$ cat src/design/dcfpc_map.vh
// Constants of the dual-clock FIFO port control: widths, presets, mode codes, counts.
// Assumes inclusion by bare name from the design file.
`ifndef DCFPC_MAP_VH
`define DCFPC_MAP_VH

// Data and offset widths, FIFO depth and address width
`define DCFPC_DATA_W        36
`define DCFPC_OFFSET_W      9
`define DCFPC_FIFO_DEPTH    16
`define DCFPC_FIFO_AW       4

// Serial programming length and chain layout
`define DCFPC_SERIAL_BITS   5'h12
`define DCFPC_SERIAL_CNT_W  5
`define DCFPC_CHAIN_W       18
`define DCFPC_CHAIN_Y_MSB   17
`define DCFPC_CHAIN_Y_LSB   9
`define DCFPC_CHAIN_X_MSB   8
`define DCFPC_CHAIN_X_LSB   0

// Offset method codes, {flag select high, flag select low}
`define DCFPC_MODE_PARALLEL 2'h0
`define DCFPC_MODE_PRESET8  2'h1
`define DCFPC_MODE_PRESET64 2'h2
`define DCFPC_MODE_SERIAL   2'h3

// Preset offset values
`define DCFPC_PRESET_8      9'h008
`define DCFPC_PRESET_64     9'h040

// Reset values
`define DCFPC_RST_OFFSET    9'h000
`define DCFPC_RST_MODE      2'h0
`define DCFPC_RST_MBOX      36'h000000000

// Port-A edges after reset release before input ready rises
`define DCFPC_ARM_EDGES     2'h2

`endif

$ cat src/design/dcfpc_top.v
// Port control of a 36-bit FIFO from port A to port B: strobes, input ready,
// serial offset load, mailboxes. Port clocks and all pins are sampled on sys_clk_i,
// which must run well above both port clocks.
`timescale 1ns/1ps
`include "dcfpc_map.vh"

module dcfpc_sync #(
    parameter W = 1
) (
    input  wire         sys_clk_i,
    input  wire         rst_i,
    input  wire [W-1:0] d_i,
    output reg  [W-1:0] q_o
);
    // Only q_o reads the first stage
    reg [W-1:0] meta;

    always @(posedge sys_clk_i or posedge rst_i) begin
        if (rst_i) begin
            meta <= {W{1'b0}};
            q_o  <= {W{1'b0}};
        end else begin
            meta <= d_i;
            q_o  <= meta;
        end
    end
endmodule // dcfpc_sync

module dcfpc_fifo #(
    parameter W     = 36,
    parameter DEPTH = 16,
    parameter AW    = 4
) (
    input  wire         sys_clk_i,
    input  wire         rst_i,
    input  wire         clear_i,
    input  wire         in_valid_i,
    output wire         in_ready_o,
    input  wire [W-1:0] in_data_i,
    output wire         out_valid_o,
    input  wire         out_ready_i,
    output wire [W-1:0] out_data_o
);
    reg [W-1:0] mem [0:DEPTH-1];
    // Pointers carry one extra wrap bit to tell full from empty
    reg [AW:0]  wr_ptr;
    reg [AW:0]  rd_ptr;
    wire        push;
    wire        pop;

    assign out_valid_o = (wr_ptr != rd_ptr);
    assign in_ready_o  = (wr_ptr[AW-1:0] != rd_ptr[AW-1:0]) || (wr_ptr[AW] == rd_ptr[AW]);
    assign out_data_o  = mem[rd_ptr[AW-1:0]];
    assign push        = in_valid_i & in_ready_o;
    assign pop         = out_ready_i & out_valid_o;

    always @(posedge sys_clk_i or posedge rst_i) begin
        if (rst_i) begin
            wr_ptr <= {(AW+1){1'b0}};
            rd_ptr <= {(AW+1){1'b0}};
        end else if (clear_i) begin
            wr_ptr <= {(AW+1){1'b0}};
            rd_ptr <= {(AW+1){1'b0}};
        end else begin
            if (push) begin
                wr_ptr <= wr_ptr + {{AW{1'b0}}, 1'b1};
            end
            if (pop) begin
                rd_ptr <= rd_ptr + {{AW{1'b0}}, 1'b1};
            end
        end
    end

    always @(posedge sys_clk_i) begin
        if (push) begin
            mem[wr_ptr[AW-1:0]] <= in_data_i;
        end
    end
endmodule // dcfpc_fifo

module dcfpc_top #(
    parameter DW    = `DCFPC_DATA_W,
    parameter OW    = `DCFPC_OFFSET_W,
    parameter DEPTH = `DCFPC_FIFO_DEPTH,
    parameter AW    = `DCFPC_FIFO_AW
) (
    // System
    input  wire          sys_clk_i,
    input  wire          rst_i,
    // Device reset pin
    input  wire          dev_reset_n_i,
    // Flag select / serial pins
    input  wire          flag_sel_hi_serial_en_n_i,
    input  wire          flag_sel_lo_serial_bit_i,
    // Port A
    input  wire          port_a_clock_i,
    input  wire          port_a_chip_select_n_i,
    input  wire          port_a_master_enable_i,
    input  wire          port_a_write_not_read_i,
    input  wire          port_a_mailbox_select_i,
    input  wire [DW-1:0] port_a_data_i,
    output reg  [DW-1:0] port_a_data_o,
    output reg           port_a_data_oe_o,
    output reg           input_ready_o,
    output reg           b_to_a_mailbox_flag_n_o,
    // Port B
    input  wire          port_b_clock_i,
    input  wire          port_b_chip_select_n_i,
    input  wire          port_b_master_enable_i,
    input  wire          port_b_read_not_write_i,
    input  wire          port_b_mailbox_select_i,
    input  wire [DW-1:0] port_b_data_i,
    output reg  [DW-1:0] port_b_data_o,
    output reg           port_b_data_oe_o,
    output reg           a_to_b_mailbox_flag_n_o,
    // Retransmit mark reached by write position
    input  wire          retransmit_block_i,
    // FIFO state and offsets
    output reg           fifo_not_empty_o,
    output reg  [1:0]    offset_mode_o,
    output reg  [OW-1:0] almost_full_offset_o,
    output reg  [OW-1:0] almost_empty_offset_o
);
    localparam AIN = DW + 5;
    localparam BIN = DW + 5;

    wire [AIN-1:0] a_s;
    wire [BIN-1:0] b_s;
    wire [2:0]     m_s;
    reg            a_clk_d;
    reg            b_clk_d;
    reg            rstn_d;
    reg            a_edge_q;
    reg  [1:0]     arm_cnt;
    reg  [`DCFPC_SERIAL_CNT_W-1:0] ser_cnt;
    reg  [DW-1:0]  a_to_b_mailbox;
    reg  [DW-1:0]  b_to_a_mailbox;
    wire           fifo_in_ready;
    wire           fifo_out_valid;
    wire [DW-1:0]  fifo_out_data;

    dcfpc_sync #(.W(AIN)) u_sync_a (
        .sys_clk_i (sys_clk_i),
        .rst_i     (rst_i),
        .d_i       ({port_a_clock_i, port_a_chip_select_n_i, port_a_master_enable_i,
                     port_a_write_not_read_i, port_a_mailbox_select_i, port_a_data_i}),
        .q_o       (a_s)
    );

    dcfpc_sync #(.W(BIN)) u_sync_b (
        .sys_clk_i (sys_clk_i),
        .rst_i     (rst_i),
        .d_i       ({port_b_clock_i, port_b_chip_select_n_i, port_b_master_enable_i,
                     port_b_read_not_write_i, port_b_mailbox_select_i, port_b_data_i}),
        .q_o       (b_s)
    );

    dcfpc_sync #(.W(3)) u_sync_m (
        .sys_clk_i (sys_clk_i),
        .rst_i     (rst_i),
        .d_i       ({dev_reset_n_i, flag_sel_hi_serial_en_n_i, flag_sel_lo_serial_bit_i}),
        .q_o       (m_s)
    );

    wire          a_clk   = a_s[DW+4];
    wire          a_cs_n  = a_s[DW+3];
    wire          a_en    = a_s[DW+2];
    wire          a_wnr   = a_s[DW+1];
    wire          a_mb    = a_s[DW];
    wire [DW-1:0] a_data  = a_s[DW-1:0];
    wire          b_clk   = b_s[DW+4];
    wire          b_cs_n  = b_s[DW+3];
    wire          b_en    = b_s[DW+2];
    wire          b_rnw   = b_s[DW+1];
    wire          b_mb    = b_s[DW];
    wire [DW-1:0] b_data  = b_s[DW-1:0];
    wire          rstn    = m_s[2];
    wire          fs_hi   = m_s[1];
    wire          fs_lo   = m_s[0];

    wire dev_rst   = ~rstn;
    wire rst_rise  = rstn & ~rstn_d;
    wire a_edge    = a_clk & ~a_clk_d & rstn;
    wire b_edge    = b_clk & ~b_clk_d & rstn;
    wire a_sel     = a_edge & ~a_cs_n & a_en;
    wire b_sel     = b_edge & ~b_cs_n & b_en;
    wire a_wr      = a_sel & a_wnr;
    wire a_rd      = a_sel & ~a_wnr;
    wire b_wr      = b_sel & ~b_rnw;
    wire b_rd      = b_sel & b_rnw;
    wire serial    = (offset_mode_o == `DCFPC_MODE_SERIAL);
    wire ser_done  = (ser_cnt == `DCFPC_SERIAL_BITS);
    wire ser_shift = serial & a_edge & ~fs_hi & ~ser_done;
    wire armed     = (arm_cnt == `DCFPC_ARM_EDGES) & (~serial | ser_done);
    wire fifo_push = a_wr & ~a_mb & input_ready_o & fifo_in_ready;
    wire fifo_pop  = b_rd & ~b_mb & fifo_out_valid;
    wire next_ir   = armed & fifo_in_ready & ~retransmit_block_i & ~dev_rst;
    wire [`DCFPC_CHAIN_W-1:0] chain = {almost_full_offset_o, almost_empty_offset_o};
    wire [`DCFPC_CHAIN_W-1:0] next_chain = {chain[`DCFPC_CHAIN_W-2:0], fs_lo};

    dcfpc_fifo #(.W(DW), .DEPTH(DEPTH), .AW(AW)) u_fifo (
        .sys_clk_i   (sys_clk_i),
        .rst_i       (rst_i),
        .clear_i     (dev_rst),
        .in_valid_i  (fifo_push),
        .in_ready_o  (fifo_in_ready),
        .in_data_i   (a_data),
        .out_valid_o (fifo_out_valid),
        .out_ready_i (fifo_pop),
        .out_data_o  (fifo_out_data)
    );

    // Edge detectors reset low, the port clocks' idle level, so no false clock edge appears
    // when reset is released; rstn_d also resets low, so rst_rise fires once after release
    always @(posedge sys_clk_i or posedge rst_i) begin
        if (rst_i) begin
            a_clk_d  <= 1'b0;
            b_clk_d  <= 1'b0;
            rstn_d   <= 1'b0;
            a_edge_q <= 1'b0;
        end else begin
            a_clk_d  <= a_clk;
            b_clk_d  <= b_clk;
            rstn_d   <= rstn;
            a_edge_q <= a_edge;
        end
    end

    // Port-A edges counted after device reset before input ready may rise
    always @(posedge sys_clk_i or posedge rst_i) begin
        if (rst_i) begin
            arm_cnt <= 2'h0;
        end else if (dev_rst) begin
            arm_cnt <= 2'h0;
        end else if (a_edge && arm_cnt != `DCFPC_ARM_EDGES) begin
            arm_cnt <= arm_cnt + 2'h1;
        end
    end

    // Serial bits taken; stops at eighteen so later bits are ignored
    always @(posedge sys_clk_i or posedge rst_i) begin
        if (rst_i) begin
            ser_cnt <= {`DCFPC_SERIAL_CNT_W{1'b0}};
        end else if (dev_rst) begin
            ser_cnt <= {`DCFPC_SERIAL_CNT_W{1'b0}};
        end else if (ser_shift) begin
            ser_cnt <= ser_cnt + {{(`DCFPC_SERIAL_CNT_W-1){1'b0}}, 1'b1};
        end
    end

    // Offset method and offset registers
    always @(posedge sys_clk_i or posedge rst_i) begin
        if (rst_i) begin
            offset_mode_o         <= `DCFPC_RST_MODE;
            almost_full_offset_o  <= `DCFPC_RST_OFFSET;
            almost_empty_offset_o <= `DCFPC_RST_OFFSET;
        end else if (rst_rise) begin
            offset_mode_o <= {fs_hi, fs_lo};
            case ({fs_hi, fs_lo})
                `DCFPC_MODE_PRESET64: begin
                    almost_full_offset_o  <= `DCFPC_PRESET_64;
                    almost_empty_offset_o <= `DCFPC_PRESET_64;
                end
                `DCFPC_MODE_PRESET8: begin
                    almost_full_offset_o  <= `DCFPC_PRESET_8;
                    almost_empty_offset_o <= `DCFPC_PRESET_8;
                end
                default: begin
                    almost_full_offset_o  <= `DCFPC_RST_OFFSET;
                    almost_empty_offset_o <= `DCFPC_RST_OFFSET;
                end
            endcase
        end else if (ser_shift) begin
            almost_full_offset_o  <= next_chain[`DCFPC_CHAIN_Y_MSB:`DCFPC_CHAIN_Y_LSB];
            almost_empty_offset_o <= next_chain[`DCFPC_CHAIN_X_MSB:`DCFPC_CHAIN_X_LSB];
        end
    end

    // A-to-B mailbox and flag; new mail wins over a same-cycle port-B read
    always @(posedge sys_clk_i or posedge rst_i) begin
        if (rst_i) begin
            a_to_b_mailbox          <= `DCFPC_RST_MBOX;
            a_to_b_mailbox_flag_n_o <= 1'b1;
        end else if (dev_rst) begin
            a_to_b_mailbox_flag_n_o <= 1'b1;
        end else if (a_wr && a_mb) begin
            a_to_b_mailbox          <= a_data;
            a_to_b_mailbox_flag_n_o <= 1'b0;
        end else if (b_rd && b_mb) begin
            a_to_b_mailbox_flag_n_o <= 1'b1;
        end
    end

    // B-to-A mailbox and flag; new mail wins over a same-cycle port-A read
    always @(posedge sys_clk_i or posedge rst_i) begin
        if (rst_i) begin
            b_to_a_mailbox          <= `DCFPC_RST_MBOX;
            b_to_a_mailbox_flag_n_o <= 1'b1;
        end else if (dev_rst) begin
            b_to_a_mailbox_flag_n_o <= 1'b1;
        end else if (b_wr && b_mb) begin
            b_to_a_mailbox          <= b_data;
            b_to_a_mailbox_flag_n_o <= 1'b0;
        end else if (a_rd && a_mb) begin
            b_to_a_mailbox_flag_n_o <= 1'b1;
        end
    end

    // Input ready is updated only in the cycle after a port-A edge, keeping it
    // synchronous to port A; device reset and the retransmit mark force it low in any cycle
    always @(posedge sys_clk_i or posedge rst_i) begin
        if (rst_i) begin
            input_ready_o <= 1'b0;
        end else if (dev_rst || retransmit_block_i) begin
            input_ready_o <= 1'b0;
        end else if (a_edge_q) begin
            input_ready_o <= next_ir;
        end
    end

    // Port-A data driver
    always @(posedge sys_clk_i or posedge rst_i) begin
        if (rst_i) begin
            port_a_data_o    <= {DW{1'b0}};
            port_a_data_oe_o <= 1'b0;
        end else begin
            port_a_data_o    <= b_to_a_mailbox;
            port_a_data_oe_o <= ~a_cs_n & ~a_wnr;
        end
    end

    // Port-B data driver and FIFO fill state
    always @(posedge sys_clk_i or posedge rst_i) begin
        if (rst_i) begin
            fifo_not_empty_o <= 1'b0;
            port_b_data_o    <= {DW{1'b0}};
            port_b_data_oe_o <= 1'b0;
        end else begin
            fifo_not_empty_o <= fifo_out_valid;
            port_b_data_o    <= b_mb ? a_to_b_mailbox : fifo_out_data;
            port_b_data_oe_o <= ~b_cs_n & b_rnw;
        end
    end
endmodule // dcfpc_top

$ cat config.mk
export PLATFORM = sky130hd
export DESIGN_NAME = dcfpc_top
export DESIGN_NICKNAME = d
export VERILOG_FILES = /design/src/design/dcfpc_top.v
export VERILOG_INCLUDE_DIRS = /design/src /design/src/design
export SDC_FILE = /design/constraint.sdc
export NUM_CORES = 1
export LEC_CHECK = 0
export ABC_AREA = 1
export BUFFER_PORTS_ARGS = -buffer_cell sky130_fd_sc_hd__buf_4
export CORE_MARGIN = 2
export CORE_UTILIZATION = 35
export DETAILED_ROUTE_END_ITERATION = 12
export PLACE_DENSITY = 0.54
export SLEW_MARGIN = 25
export SYNTH_ARGS = -nofsm -noshare
export SYNTH_HDL_FRONTEND = slang
export SYNTH_HIERARCHICAL = 1
export SYNTH_SLANG_ARGS = --single-unit
$ cat constraint.sdc
create_clock -name sys_clk_i -period 14.8 [get_ports sys_clk_i]
set_input_delay 1.48 -clock sys_clk_i [delete_from_list [all_inputs] [get_ports sys_clk_i]]
set_output_delay 1.48 -clock sys_clk_i [all_outputs]
set_load 0.05 [all_outputs]
==> flow_summary.ini <==
[synth]
synthArstFlopShare = 0.385
syn_avg_cell_area_um2 = 13.0
synth_top_area_frac = 0.501
synth_ff_type = edfxtp_1
ys_ff_latch = 937
ys.warnings.count = 6
syn_inst = 2662
ys_types = 35
synth-seq-area-share = 0.763
syn_nets = 2758
yosysMostFrequentCell = edfxtp_1
synth_commonest_cells = edfxtp_1, nor2_1, dfrtp_1, nand2_1, o21ai_0
syn_area_um2 = 34500
synth_largest_area_cell = edfxtp_1
synth_area_leaders = edfxtp_1, dfrtp_1, nor2_1
synth_edf_count = 576

[sta]
rsz0062_at_grt = false
drv_slew = 0
hold_viol_final = 0
fin_worst_skew_ps = 28.3
relSlewSlack = 0.283
worst_slew_pin_slew_ps = 1070
tns_ps = 0
fin_crit_ps = 4150
clock.fmax_mhz = 241
setup_viol = 0
period_share = 0.281

[grt]
first_global_vias = 21200
grt_max_degree = 178
antenna_found_initial = 1
grt_pass1_wl_um = 129000
grt_overflow = 0
grt_usage = 0.164

[cts]
clock_path_buffers = 3
path_clk_slew_ps = 60
worst_skew_pair.late_latency_ps = 690
cts_root_buffer = clkbuf_16
numCtsBuffers = 101
htree_levels = 3
cts_tree = done
ctsHoldBuffers = 0
postCtsResizedCells = 0
cts_setup_buffers = 0
clock_sinks = 937

[route]
drtIter0Drc = 1512
vias_per_cell = 4.92
route.detailed.drc = 0
dr.pass1.iters = 5
routed_wirelength_um = 83200
wl_per_cell_um = 19.8
ant_nets = 0
vias = 20700

[worst_hold_path]
hold_end = u_sync_b/q_o[37]$_DFF_PP0_
hp-start = u_sync_b/meta[37]$_DFF_PP0_
worstHoldPathCells = 0
worstHoldPathType = reg -> reg

[power_and_ir_drop]
vdd_ir_drop_max_mv = 0.118
p_per_area_nw_per_um2 = 139
finalPower_w = 0.00567
p_leak_nw = 15.7

[die]
core-area_um2 = 98100
die_width_um = 318
ioPinCount = 186
initial_core_util = 0.352
rows = 115
die_area_um2 = 101000
die_height_um = 318

[worst_setup_path]
r2r_slack_ps = 10650
rr_endpoint = u_fifo/mem[13][26]$_DFFE_PP_
critPathMaxStageDelay_ps = 720
rr_worst_depth = 11
worstSetupPathType = reg -> reg
worst_ep_required_time_ps = 15100
path_delay_family = buffers and inverters
cp.buffers_inverters = 3
regToRegStartpoint = u_fifo/rd_ptr[1]$_DFFE_PP0P_
crit_top_cell = nand2_1
endpoint_kind = flip-flop
crit_chain = buf_12 -> inv_6 -> nand2_1 -> nand2_1 -> nor2_4 -> nand3_4 -> nand3b_1 -> nor2_1 -> nand2_2 -> nor3_2 -> buf_4
crit_path_start_kind = flip-flop
cp.arrival_ps = 4450
crit_slowest_cell = dfrtp_4
path_max_fanout = 111

[cells_and_area]
final_core_util = 0.414
area_growth_pct = 17.7
drive_gt1_frac = 0.161
nets = 2934
design_area_um2 = 40600
layout.cells.non_filler = 4212

[placement]
placedCellCount = 4020
dp_hpwl_um = 44800
postPlaceCellArea_um2 = 37200
gp_congestion = 0.776
io_buffers = 185

[flow_run]
maxCapViolations = 0

[run_status]
status = complete, no violations
==> cell families (layout without fill, tap and decap cells) <==
family          count (synthesis)  in the layout  synth area share
buf+inv                       232            494            0.0323
simple gates                 1033           1033             0.124
xor+xnor                        5              5           0.00127
mux                            36             36            0.0117
fa+ha+maj                       8              8           0.00290
compound gates                411            411            0.0650
flops                         937            937             0.763
other cells                     0              1                 0
==> report_power, final <==
part	switching, W	leakage (nW)	internal, W
logic	0.000145	4.38	0.0000663
registers	0.0000579	9.68	0.00285
clock network	0.00105	1.65	0.00150
==> registers in the layout (all words and copies together), names as in the netlist, 2 cells and up <==
signal                 count
u_fifo/mem               576
u_sync_a/meta             41
u_sync_a/q_o              41
u_sync_b/meta             41
u_sync_b/q_o              41
a_to_b_mailbox            36
b_to_a_mailbox            36
port_a_data_o             36
port_b_data_o             36
almost_empty_offset_o      9
almost_full_offset_o       9
ser_cnt                    5
u_fifo/rd_ptr              5
u_fifo/wr_ptr              5
u_sync_m/meta              3
u_sync_m/q_o               3
arm_cnt                    2
offset_mode_o              2
==> cell usage in the layout (no fill, tap or decap), drive strengths merged, types with 7 or more instances in the layout <==
cell type,synthesis,final
nand4,13,13
buf,98,223
o21ai,334,334
nor2,531,531
dfrtp,359,359
bufinv,0,7
nand3,193,193
edfxtp,576,576
nor3,15,15
clkbuf,52,139
mux2,36,36
clkinvlp,0,10
o211ai,72,72
nand2,278,278
ha,8,8
clkinv,1,31
inv,81,84
==> area by class of cell <==
type	count	area, um^2
Clock buffer	139	2880
Inverter	82	335
Clock inverter	50	546
Fill cell	9052	57500
Timing Repair Buffer	223	1750
Multi-Input combinational cell	1493	7170
Tap cell	1287	1610
Sequential cell	937	26300
Antenna cell	1	2.50
==> layer usage <==
layer,wire length (um),GRT usage,up-vias
li1,-,-,9625
met1,35400,0.208,10500
met2,41700,0.288,523
met3,3890,0.0257,131
met4,2140,0.0539,0
met5,0,0,-
==> stage by stage <==
| step | hold slack [ps] | setup slack [ps] |
|---|---|---|
| after floorplan | 331 | 8410 |
| after global placement | 332 | 10610 |
| after detailed placement | 335 | 10530 |
| after CTS | 338 | 10490 |
| after global routing | 347 | 10320 |
| final | 335 | 10650 |
==> how the worst max path moves through the flow <==
stage / start / end / depth (start not counted)
final: u_fifo/rd_ptr[1]$_DFFE_PP0P_ / u_fifo/mem[13][26]$_DFFE_PP_ / 11
after CTS: u_fifo/rd_ptr[0]$_DFFE_PP0P_ / u_fifo/mem[13][25]$_DFFE_PP_ / 10
after global routing: u_fifo/rd_ptr[1]$_DFFE_PP0P_ / u_fifo/mem[11][14]$_DFFE_PP_ / 11
after detailed placement: u_fifo/rd_ptr[0]$_DFFE_PP0P_ / u_fifo/mem[13][13]$_DFFE_PP_ / 10
after floorplan: rst_i / a_clk_d$_DFF_PP0_ / 1
after global placement: u_fifo/rd_ptr[0]$_DFFE_PP0P_ / port_b_data_o[6]$_DFF_PP0_ / 9
Power figures use the tool's default switching activity.
